==> config.mk <==
export PLATFORM = sky130hd
export DESIGN_NAME = adc_pin_and_conversion_ctrl
export DESIGN_NICKNAME = d
export VERILOG_FILES = /design/src/common/adc_ctrl_pkg.sv /design/src/design/adc_pin_and_conversion_ctrl.sv /design/src/design/converter_clock_gen.sv /design/src/design/result_format.sv
export SDC_FILE = /design/constraint.sdc
export NUM_CORES = 1
export LEC_CHECK = 0
export BUFFER_PORTS_ARGS = -buffer_cell sky130_fd_sc_hd__buf_4
export CELL_PAD_IN_SITES_DETAIL_PLACEMENT = 0
export CELL_PAD_IN_SITES_GLOBAL_PLACEMENT = 1
export CORE_ASPECT_RATIO = 0.75
export CORE_UTILIZATION = 43
export DETAILED_ROUTE_END_ITERATION = 10
export PLACE_DENSITY_LB_ADDON = 0.08
export SYNTH_ARGS = -nofsm -noshare
export SYNTH_HDL_FRONTEND = slang
export SYNTH_SLANG_ARGS = --single-unit
==> constraint.sdc <==
create_clock -name i_clk -period 7.6 [get_ports i_clk]
set_clock_uncertainty 0.2 [all_clocks]
set_input_delay 0 -clock i_clk [delete_from_list [all_inputs] [get_ports i_clk]]
set_output_delay 0 -clock i_clk [all_outputs]
set_load 0.01 [all_outputs]
==> src/common/adc_ctrl_pkg.sv <==
// Package: register map, field layout, encodings and reset values
package adc_ctrl_pkg;

   ////////////////////////////////////////////////////////////////////////
   localparam int ADDR_W = 4;
   localparam int DATA_W = 8;
   localparam int PIN_W  = 16;
   localparam int RAW_W  = 12;
   localparam int CHAN_W = 5;

   ////////////////////////////////////////////////////////////////////////
   localparam logic [ADDR_W-1:0] REG_STATUS_CTRL         = 4'h0;
   localparam logic [ADDR_W-1:0] REG_COMPARE_CTRL        = 4'h1;
   localparam logic [ADDR_W-1:0] REG_RESULT_HIGH         = 4'h2;
   localparam logic [ADDR_W-1:0] REG_RESULT_LOW          = 4'h3;
   localparam logic [ADDR_W-1:0] REG_COMPARE_HIGH        = 4'h4;
   localparam logic [ADDR_W-1:0] REG_COMPARE_LOW         = 4'h5;
   localparam logic [ADDR_W-1:0] REG_CONFIG              = 4'h6;
   localparam logic [ADDR_W-1:0] REG_PIN_DISABLE_CH8_15  = 4'h7;
   localparam logic [ADDR_W-1:0] REG_PIN_DISABLE_CH16_23 = 4'h8;

   ////////////////////////////////////////////////////////////////////////
   localparam int CTRL_FLAG_BIT   = 7;
   localparam int CTRL_IRQ_EN_BIT = 6;
   localparam int CTRL_CHAN_LSB   = 0;
   localparam int CMPC_EN_BIT     = 1;
   localparam int CMPC_GE_BIT     = 0;
   localparam int CFG_DIV_LSB     = 5;
   localparam int CFG_MODE_LSB    = 2;
   localparam int CFG_SRC_LSB     = 0;

   ////////////////////////////////////////////////////////////////////////
   localparam logic [DATA_W-1:0] CTRL_RESET   = 8'h1f;
   localparam logic [DATA_W-1:0] CONFIG_RESET = 8'h00;
   localparam logic [CHAN_W-1:0] CHAN_OFF     = 5'h1f;

   ////////////////////////////////////////////////////////////////////////
   localparam logic [1:0] SRC_BUS      = 2'h0;
   localparam logic [1:0] SRC_BUS_HALF = 2'h1;
   localparam logic [1:0] SRC_ALT      = 2'h2;
   localparam logic [1:0] SRC_ASYNC    = 2'h3;
   localparam logic [1:0] DIV_1        = 2'h0;
   localparam logic [1:0] DIV_2        = 2'h1;
   localparam logic [1:0] DIV_4        = 2'h2;
   localparam logic [1:0] DIV_8        = 2'h3;
   localparam logic [1:0] MODE_8       = 2'h0;
   localparam logic [1:0] MODE_12      = 2'h1;
   localparam logic [1:0] MODE_10      = 2'h2;

   ////////////////////////////////////////////////////////////////////////
   localparam int SYNC_DONE  = 0;
   localparam int SYNC_ALT   = 1;
   localparam int SYNC_ASYNC = 2;
   localparam int SYNC_LOWPW = 3;
   localparam int SYNC_W     = 4;

endpackage

==> src/design/adc_pin_and_conversion_ctrl.sv <==
// Converter control: registers, conversion sequencing and pin control
//
// Functional notes
// [RL1] Second pin register, bits 7..0 disable channels 15..8.
// [RL2] Third pin register, bits 7..0 disable channels 23..16.
// [RL3] Bit at 0 keeps port control of the pin; 1 disables it.
// [RL4] Converter disabled during reset and while channel select is all ones.
// [RL5] Between conversions the block sits idle at lowest power.
// [RL6] 12- and 10-bit modes take a 12-bit raw result into both bytes.
// [RL7] 8-bit mode takes a 9-bit raw result.
// [RL8] 10-bit mode rounds the raw result to 10 bits.
// [RL9] 8-bit mode rounds to 8 bits, written to the low byte only.
// [RL10] Storing a result sets the complete flag; irq if enabled.
// [RL11] Compare enable checks every result against the compare value.
// [RL12] Two-bit source field picks one of four converter clock sources.
// [RL13] Clock source resets to the undivided bus clock.
// [RL14] Halved bus clock with divide by 8 divides bus clock by 16.
// [RL15] Internal async clock keeps running in wait and stop3.
// [RL16] Selected source is divided by 1, 2, 4 or 8.
// [RL17] Source codes: bus, bus half, alternate, internal async.
// [RL18] Divide codes 00..11 give 1, 2, 4, 8.
// [RL19] Mode codes: 00 8-bit, 01 12-bit, 10 10-bit, 11 reserved.
// [RL20] Disabled pin: output tri-stated, pullup off, port read zero.
// [RL21] Completion from the converter domain is synchronised first.
module adc_pin_and_conversion_ctrl
   import adc_ctrl_pkg::*;
(
   input  wire logic              i_clk,
   input  wire logic              i_sys_rst,
   input  wire logic [ADDR_W-1:0] i_addr,
   input  wire logic [DATA_W-1:0] i_wdata,
   input  wire logic              i_wr,
   input  wire logic              i_rd,
   output logic      [DATA_W-1:0] o_rdata,
   input  wire logic              i_alternate_clock,
   input  wire logic              i_internal_async_clock,
   input  wire logic              i_low_power_mode,
   input  wire logic              i_conv_done,
   input  wire logic [RAW_W-1:0]  i_conv_result,
   output logic                   o_conv_start,
   output logic                   o_core_active,
   output logic      [CHAN_W-1:0] o_conv_channel,
   output logic      [1:0]        o_conv_mode,
   output logic                   o_converter_clock_tick,
   output logic                   o_async_clock_enable,
   output logic                   o_irq,
   input  wire logic [PIN_W-1:0]  i_port_out,
   input  wire logic [PIN_W-1:0]  i_port_oe,
   input  wire logic [PIN_W-1:0]  i_port_pullup,
   input  wire logic [PIN_W-1:0]  i_pin_in,
   output logic      [PIN_W-1:0]  o_pin_out,
   output logic      [PIN_W-1:0]  o_pin_oe,
   output logic      [PIN_W-1:0]  o_pin_pullup_en,
   output logic      [PIN_W-1:0]  o_pin_analog,
   output logic      [PIN_W-1:0]  o_port_read
);

   typedef enum logic [1:0] {
      ST_DISABLED,
      ST_IDLE,
      ST_CONVERT
   } conv_state_e;

   typedef struct packed {
      conv_state_e       state;
      logic [DATA_W-1:0] ctrl;
      logic              flag;
      logic [1:0]        cmp_ctrl;
      logic [DATA_W-1:0] cfg;
      logic [DATA_W-1:0] cmp_high;
      logic [DATA_W-1:0] cmp_low;
      logic [DATA_W-1:0] res_high;
      logic [DATA_W-1:0] res_low;
      logic [DATA_W-1:0] pin_lo;
      logic [DATA_W-1:0] pin_hi;
      logic [SYNC_W-1:0] sync1;
      logic [SYNC_W-1:0] sync2;
      logic              done_prev;
      logic [RAW_W-1:0]  res_sync1;
      logic [RAW_W-1:0]  res_sync2;
      logic [PIN_W-1:0]  pin_sync1;
      logic [PIN_W-1:0]  pin_sync2;
      logic [PIN_W-1:0]  pin_out;
      logic [PIN_W-1:0]  pin_oe;
      logic [PIN_W-1:0]  pin_pullup;
      logic [PIN_W-1:0]  port_read;
      logic [DATA_W-1:0] rdata;
      logic              irq;
      logic              start;
      logic              active;
      logic              async_en;
   } ctrl_state_s;

   localparam ctrl_state_s RESET_STATE = '{
      state:   ST_DISABLED,
      ctrl:    CTRL_RESET,
      cfg:     CONFIG_RESET,
      default: '0
   };

   ctrl_state_s       q;
   ctrl_state_s       next_q;
   logic [1:0]        source;
   logic [1:0]        divide;
   logic [1:0]        mode;
   logic [CHAN_W-1:0] channel;
   logic [PIN_W-1:0]  pin_disable;
   logic              tick;
   logic [DATA_W-1:0] fmt_high;
   logic [DATA_W-1:0] fmt_low;
   logic [RAW_W-1:0]  fmt_value;
   logic              fmt_write_high;
   logic [RAW_W-1:0]  cmp_value;
   logic              cmp_match;
   logic              done_edge;
   logic              store;
   logic              flag_clear;

   ////////////////////////////////////////////////////////////////////////
   function automatic logic hit(input logic [ADDR_W-1:0] a);
      hit = (i_addr == a);
   endfunction

   function automatic logic [DATA_W-1:0] read_mux(
      input ctrl_state_s s,
      input logic [ADDR_W-1:0] a
   );
      case (a)
         REG_STATUS_CTRL: begin
            read_mux = s.ctrl;
            read_mux[CTRL_FLAG_BIT] = s.flag;
         end
         REG_COMPARE_CTRL:        read_mux = {6'h00, s.cmp_ctrl};
         REG_RESULT_HIGH:         read_mux = s.res_high;
         REG_RESULT_LOW:          read_mux = s.res_low;
         REG_COMPARE_HIGH:        read_mux = s.cmp_high;
         REG_COMPARE_LOW:         read_mux = s.cmp_low;
         REG_CONFIG:              read_mux = s.cfg;
         REG_PIN_DISABLE_CH8_15:  read_mux = s.pin_lo;
         REG_PIN_DISABLE_CH16_23: read_mux = s.pin_hi;
         default:                 read_mux = 8'h00;
      endcase
   endfunction

   ////////////////////////////////////////////////////////////////////////
   assign source      = q.cfg[CFG_SRC_LSB +: 2];
   assign divide      = q.cfg[CFG_DIV_LSB +: 2];
   assign mode        = q.cfg[CFG_MODE_LSB +: 2];
   assign channel     = q.ctrl[CTRL_CHAN_LSB +: CHAN_W];
   assign pin_disable = {q.pin_hi, q.pin_lo}; // [RL1] [RL2]

   converter_clock_gen u_clock_gen (
      .i_clk        (i_clk),
      .i_sys_rst    (i_sys_rst),
      .i_run        (q.active),
      .i_source     (source),
      .i_divide     (divide),
      .i_alt_sync   (q.sync2[SYNC_ALT]),
      .i_async_sync (q.sync2[SYNC_ASYNC]),
      .o_tick       (tick)
   );

   result_format u_format (
      .i_raw        (q.res_sync2),
      .i_mode       (mode),
      .o_high       (fmt_high),
      .o_low        (fmt_low),
      .o_value      (fmt_value),
      .o_write_high (fmt_write_high)
   );

   // Compare width follows the mode; the unused high bits are ignored
   always_comb begin
      case (mode)
         MODE_8:  cmp_value = {4'h0, q.cmp_low};
         MODE_10: cmp_value = {2'h0, q.cmp_high[1:0], q.cmp_low};
         default: cmp_value = {q.cmp_high[3:0], q.cmp_low};
      endcase
      if (q.cmp_ctrl[CMPC_GE_BIT]) begin
         cmp_match = (fmt_value >= cmp_value);
      end else begin
         cmp_match = (fmt_value < cmp_value);
      end
   end

   ////////////////////////////////////////////////////////////////////////
   // Raw result is synchronised beside done, steady while done stays high
   assign done_edge = q.sync2[SYNC_DONE] & ~q.done_prev; // [RL21]
   assign store     = (q.state == ST_CONVERT) && done_edge &&
                      (!q.cmp_ctrl[CMPC_EN_BIT] || cmp_match); // [RL11]
   assign flag_clear = (i_wr && i_addr == REG_STATUS_CTRL) ||
                       (i_rd && i_addr == REG_RESULT_LOW);

   always_comb begin
      next_q           = q;
      next_q.sync1     = {i_low_power_mode, i_internal_async_clock,
                          i_alternate_clock, i_conv_done};
      next_q.sync2     = q.sync1;
      next_q.done_prev = q.sync2[SYNC_DONE];
      next_q.pin_sync1 = i_pin_in;
      next_q.pin_sync2 = q.pin_sync1;
      next_q.res_sync1 = i_conv_result; // [RL21]
      next_q.res_sync2 = q.res_sync1;
      next_q.start     = 1'b0;
      next_q.rdata     = 8'h00;

      if (i_rd) begin
         next_q.rdata = read_mux(q, i_addr);
      end

      // Register writes; a compare or config register write aborts a conversion
      if (i_wr) begin
         case (i_addr)
            REG_STATUS_CTRL:         next_q.ctrl     = i_wdata;
            REG_COMPARE_CTRL:        next_q.cmp_ctrl = i_wdata[1:0];
            REG_COMPARE_HIGH:        next_q.cmp_high = i_wdata;
            REG_COMPARE_LOW:         next_q.cmp_low  = i_wdata;
            REG_CONFIG:              next_q.cfg      = i_wdata;
            REG_PIN_DISABLE_CH8_15:  next_q.pin_lo   = i_wdata; // [RL1]
            REG_PIN_DISABLE_CH16_23: next_q.pin_hi   = i_wdata; // [RL2]
            default:                 next_q.ctrl     = q.ctrl;
         endcase
      end

      case (q.state)
         ST_DISABLED: begin
            next_q.state = ST_DISABLED;
         end
         ST_IDLE: begin
            next_q.state = ST_IDLE; // [RL5]
         end
         ST_CONVERT: begin
            // Stop with any source but the internal async clock kills the converter clock
            if (q.sync2[SYNC_LOWPW] && source != SRC_ASYNC) begin // [RL15]
               next_q.state = ST_IDLE;
            end else if (done_edge) begin
               next_q.state = ST_IDLE; // [RL5]
            end
         end
         default: begin
            next_q.state = ST_DISABLED;
         end
      endcase

      if (i_wr && (hit(REG_COMPARE_CTRL) || hit(REG_COMPARE_HIGH) ||
                   hit(REG_COMPARE_LOW) || hit(REG_CONFIG))) begin
         if (q.state == ST_CONVERT) begin
            next_q.state = ST_IDLE;
         end
      end

      // A control write restarts, unless it selects the all-ones channel
      if (i_wr && hit(REG_STATUS_CTRL)) begin
         if (i_wdata[CTRL_CHAN_LSB +: CHAN_W] == CHAN_OFF) begin
            next_q.state = ST_DISABLED; // [RL4]
         end else begin
            next_q.state = ST_CONVERT;
            next_q.start = 1'b1;
         end
      end

      if (store) begin
         next_q.res_low = fmt_low; // [RL6] [RL9]
         if (fmt_write_high) begin
            next_q.res_high = fmt_high; // [RL8]
         end
      end

      // A completion in the clearing cycle keeps the flag set
      if (store) begin
         next_q.flag = 1'b1; // [RL10]
      end else if (flag_clear) begin
         next_q.flag = 1'b0;
      end

      next_q.irq      = next_q.flag & next_q.ctrl[CTRL_IRQ_EN_BIT]; // [RL10]
      next_q.active   = (next_q.state == ST_CONVERT); // [RL4] [RL5]
      next_q.async_en = next_q.active && source == SRC_ASYNC; // [RL15]

      // Pin gating follows the disable bits one cycle after a write
      next_q.pin_out    = i_port_out;
      next_q.pin_oe     = i_port_oe & ~pin_disable; // [RL3] [RL20]
      next_q.pin_pullup = i_port_pullup & ~pin_disable; // [RL20]
      next_q.port_read  = q.pin_sync2 & ~pin_disable; // [RL20]
   end

   always_ff @(posedge i_clk or posedge i_sys_rst) begin
      if (i_sys_rst) begin
         q <= RESET_STATE; // [RL4] [RL13]
      end else begin
         q <= next_q;
      end
   end

   ////////////////////////////////////////////////////////////////////////
   assign o_rdata                = q.rdata;
   assign o_conv_start           = q.start;
   assign o_core_active          = q.active;
   assign o_conv_channel         = channel;
   assign o_conv_mode            = mode;
   assign o_converter_clock_tick = tick;
   assign o_async_clock_enable   = q.async_en;
   assign o_irq                  = q.irq;
   assign o_pin_out              = q.pin_out;
   assign o_pin_oe               = q.pin_oe;
   assign o_pin_pullup_en        = q.pin_pullup;
   assign o_pin_analog           = pin_disable;
   assign o_port_read            = q.port_read;

endmodule

==> src/design/converter_clock_gen.sv <==
// Converter clock tick generator: source select and 1/2/4/8 divider
module converter_clock_gen
   import adc_ctrl_pkg::*;
(
   input  wire logic       i_clk,
   input  wire logic       i_sys_rst,
   input  wire logic       i_run,
   input  wire logic [1:0] i_source,
   input  wire logic [1:0] i_divide,
   input  wire logic       i_alt_sync,
   input  wire logic       i_async_sync,
   output logic            o_tick
);

   typedef struct packed {
      logic       half;
      logic       alt_prev;
      logic       async_prev;
      logic [2:0] count;
      logic       tick;
   } div_state_s;

   div_state_s q;
   div_state_s next_q;
   logic       src_tick;

   function automatic logic [2:0] terminal(input logic [1:0] code);
      case (code)
         DIV_1:   terminal = 3'h0;
         DIV_2:   terminal = 3'h1;
         DIV_4:   terminal = 3'h3;
         default: terminal = 3'h7;
      endcase
   endfunction

   ////////////////////////////////////////////////////////////////////////
   always_comb begin
      next_q            = q;
      next_q.half       = ~q.half;
      next_q.alt_prev   = i_alt_sync;
      next_q.async_prev = i_async_sync;
      next_q.tick       = 1'b0;
      case (i_source) // [RL12] [RL17]
         SRC_BUS:      src_tick = 1'b1;
         SRC_BUS_HALF: src_tick = q.half;
         SRC_ALT:      src_tick = i_alt_sync & ~q.alt_prev;
         default:      src_tick = i_async_sync & ~q.async_prev;
      endcase
      if (!i_run) begin
         next_q.count = 3'h0;
         next_q.half  = 1'b0;
      end else if (src_tick) begin
         // Halved source with divide by 8 gives one tick per 16 cycles
         if (q.count >= terminal(i_divide)) begin // [RL16] [RL18] [RL14]
            next_q.count = 3'h0;
            next_q.tick  = 1'b1;
         end else begin
            next_q.count = q.count + 3'h1;
         end
      end
   end

   always_ff @(posedge i_clk or posedge i_sys_rst) begin
      if (i_sys_rst) begin
         q <= '0;
      end else begin
         q <= next_q;
      end
   end

   assign o_tick = q.tick;

endmodule

==> src/design/result_format.sv <==
// Result rounding and placement into the high and low result bytes
module result_format
   import adc_ctrl_pkg::*;
(
   input  wire logic [RAW_W-1:0]  i_raw,
   input  wire logic [1:0]        i_mode,
   output logic      [DATA_W-1:0] o_high,
   output logic      [DATA_W-1:0] o_low,
   output logic      [RAW_W-1:0]  o_value,
   output logic                   o_write_high
);

   logic [10:0] sum10;
   logic [8:0]  sum8;
   logic [9:0]  r10;
   logic [7:0]  r8;

   // Rounding saturates so a full-scale code never wraps to zero
   always_comb begin
      sum10 = {1'b0, i_raw[11:2]} + {10'h000, i_raw[1]};
      r10   = sum10[10] ? 10'h3ff : sum10[9:0]; // [RL8]
      sum8  = {1'b0, i_raw[8:1]} + {8'h00, i_raw[0]};
      r8    = sum8[8] ? 8'hff : sum8[7:0]; // [RL7] [RL9]
      case (i_mode) // [RL19]
         MODE_8: begin
            o_value      = {4'h0, r8};
            o_high       = 8'h00;
            o_low        = r8;
            o_write_high = 1'b0; // [RL9]
         end
         MODE_10: begin
            o_value      = {2'h0, r10};
            o_high       = {6'h00, r10[9:8]};
            o_low        = r10[7:0];
            o_write_high = 1'b1;
         end
         default: begin
            o_value      = i_raw;
            o_high       = {4'h0, i_raw[11:8]}; // [RL6]
            o_low        = i_raw[7:0];
            o_write_high = 1'b1;
         end
      endcase
   end

endmodule
==> results.json <==
{
  "cp-startpoint": "q[110]",
  "grt_pass1_wl_um": 34200,
  "grt_usage_pct": 20.5,
  "postSynthCellCount": 725,
  "crit_chain": "ha_1, ha_1, nand4_1, o31ai_1, nor2_1, a222oi_1, ha_1, a21oi_1, o221ai_1, a221o_1, or3_4, a31oi_4, mux2_2",
  "die_h_um": 127,
  "cpMostUsedCell": "ha_1",
  "grt_max_degree": 135,
  "clkLatencyLatePin_ps": 510,
  "setup_slack_ps": 2710,
  "report.final.slew_viol_count": 0,
  "drc": 0,
  "wl_per_cell_um": 16.9,
  "cp_top_family": "compound AO/OA/AOI/OAI gates",
  "fmax_mhz": 204,
  "ant_nets": 0,
  "cp_num_buf_inv": 0,
  "initial_core_util_pct": 43.9,
  "area_delta_synth_final_pct": 37.3,
  "synth_cell_type_count": 54,
  "core_area_um2": 20300,
  "tightest_slew_ps": 1090,
  "clk_pin_slew_ps": 60,
  "dp_slack_ps": 2750,
  "diodes": 0,
  "place_inst": 1065,
  "num_rows": 45,
  "seqPwrFrac_pct": 43.5,
  "p_switching_mw": 0.826,
  "synthFlopType": "dfrtp_1",
  "switching_share_pct": 26.1,
  "clock-root-buffer": "clkbuf_16",
  "first_pass_iters": 5,
  "rrSetupSlack_ps": 2710,
  "synth_edf_count": 0,
  "combinationalPowerShare_pct": 18.7,
  "finalSetupTns_ps": 0,
  "nets": 1098,
  "cts_sinks": 212,
  "overflow": 0,
  "post-route-util_pct": 60.3,
  "crit_path_start_kind": "flip-flop",
  "portBuffers": 195,
  "internal_power_mw": 2.34,
  "yosysSeqAreaShare_pct": 59.7,
  "final_cells": 1256,
  "outcome": "finished clean",
  "postLayoutCellArea_um2": 12200,
  "min_period_over_period_pct": 64.4,
  "post_cts_resized": 0,
  "pwr_density_cell_nw_per_um2": 259,
  "synth.net_count": 843,
  "r2r_start": "q[110]",
  "wirelength_um": 21300,
  "rsz0062_at_grt": "no",
  "synth_area_leaders": "dfrtp_1, buf_4, mux2_2",
  "die_w_um": 168,
  "critPathMaxFanout": 12,
  "min_period_ps": 4890,
  "slew_headroom_pct": 27.3,
  "setup_violations": 0,
  "cp.arrival_ps": 5080,
  "antenna_found_initial": 0,
  "drive_gt1_share_pct": 30.4,
  "cts_tree": "yes",
  "yosysTopAreaCell": "dfrtp_1",
  "place_area_um2": 9900,
  "fp.dieArea_um2": 21300,
  "viasPerCell": 4.92,
  "pwr-share-clk_pct": 37.8,
  "drtIter0Drc": 423,
  "critPathSlowestCell": "o31ai_1",
  "finalHoldViolCount": 0,
  "endpoint_kind": "flip-flop",
  "htreeDepth": 1,
  "total_leakage_power_nw": 5.66,
  "ys_top_cells_by_count": "dfrtp_1, buf_4, nor2b_1",
  "cp_slowest_stage_delay_ps": 670,
  "grt_pass1_vias": 6411,
  "yosys_warnings": 0,
  "ys_ff_latch": 212,
  "synth_top_area_share_pct": 58.2,
  "gp_congestion": 0.834,
  "syn_area_um2": 8900,
  "synth-async-reset-ratio_pct": 100,
  "critPathRequiredTime_ps": 7790,
  "vias": 6175,
  "synth_most_common_cell": "dfrtp_1",
  "peakVddDrop_mv": 0.158,
  "setup.worst_path.class": "flip-flop to flip-flop",
  "hpwl_um": 14000,
  "io_pins": 196,
  "min_path_type": "input port to async pin",
  "cts_buffers": 24,
  "synth_area_per_cell_um2": 12.3,
  "clk_path_buf_depth": 3,
  "maxCapViolCount": 0
}
-- worst reg2reg max path, cell delays in order, from the launching register on --
cell,delay [ps]
dfrtp_1,470
ha_1,240
ha_1,240
nand4_1,110
o31ai_1,670
nor2_1,170
a222oi_1,420
ha_1,340
a21oi_1,150
o221ai_1,130
a221o_1,350
or3_4,400
a31oi_4,490
mux2_2,400
-- sequential cells by signal, indices dropped and copies added (netlist names), 2 cells and up --
signal	cells
o_pin_analog	16
o_rdata	8
o_pin_out	16
o_pin_oe	16
o_conv_mode	2
next_q	33
o_pin_pullup_en	16
u_clock_gen.q	6
divide	2
o_conv_channel	5
q	71
o_port_read	16
-- kinds of logic (layout without fill, tap and decap cells) --
logic type / Yosys count / in the layout / synth area share, %
adder cells (fa/ha/maj): 22 / 22 / 3.09
flip-flops: 212 / 212 / 59.7
XOR/XNOR: 5 / 5 / 0.492
AND/OR/NAND/NOR: 186 / 186 / 10.9
multiplexers: 66 / 66 / 8.81
AO/OA/AOI/OAI: 94 / 94 / 6.96
buffers and inverters: 140 / 413 / 10.1
-- power by group through the flow --
stage / logic, mW / clock network (mW) / registers (mW)
floorplan: 0.412 / 0 / 1.35
detailed placement: 0.532 / 0 / 1.40
global route: 0.650 / 1.29 / 1.40
CTS: 0.593 / 1.23 / 1.38
finish: 0.591 / 1.20 / 1.38
global placement: 0.522 / 0 / 1.39
-- cell type report --
cell class                 instances  area, um2
tap                              258        323
clock buffer                      37        721
clock inverter                     7        125
fill                            1626       8050
inverter                          25        101
sequential                       212       5310
timing repair buffer             344       2950
multi-input combinational        373       2690
-- repair_timing --
item                      CTS  global route
setup buffers               0             0
hold buffers              147             0
hold endpoints to repair  276             0
-- cells in the final DEF (no fill, tap or decap), drive strengths merged, types with 16 or more instances in the layout --
cell type,synthesis,final
inv,25,25
dfrtp,207,207
buf,103,197
ha,22,22
o21ai,28,28
clkbuf,12,37
dlygate4sd3,0,147
a21oi,23,23
nand2,44,44
nor2b,54,54
nand3,16,16
mux2,54,54
nor2,31,31
-- routing by layer --
metal  wire (um)  track usage [%]  vias up
li1            -                -     2891
met1       10000             29.1     3047
met2        9720             33.1      211
met3        1200             3.74       26
met4         307             4.17        0
met5           0                0        -
-- metrics by stage --
stage,hold slack [ps],total power [mW]
finish,41.4,3.17
detailed placement,-89.7,1.93
global route,68.3,3.33
CTS,37.6,3.20
floorplan,-169,1.76
global placement,-90.8,1.91
-- path summary, 6_finish.rpt --
| check | cells after the start | end |
|---|---|---|
| hold / removal | 3 | o_pin_out[11] |
| setup reg to reg | 13 | q[164] |
| hold reg to reg | 0 | q[76] |
| min in group i_clk | 3 | o_pin_oe[13] |
| setup / recovery | 13 | q[164] |
| max in group asynchronous | 4 | q[162] |
(Power assumes the default switching activity.)
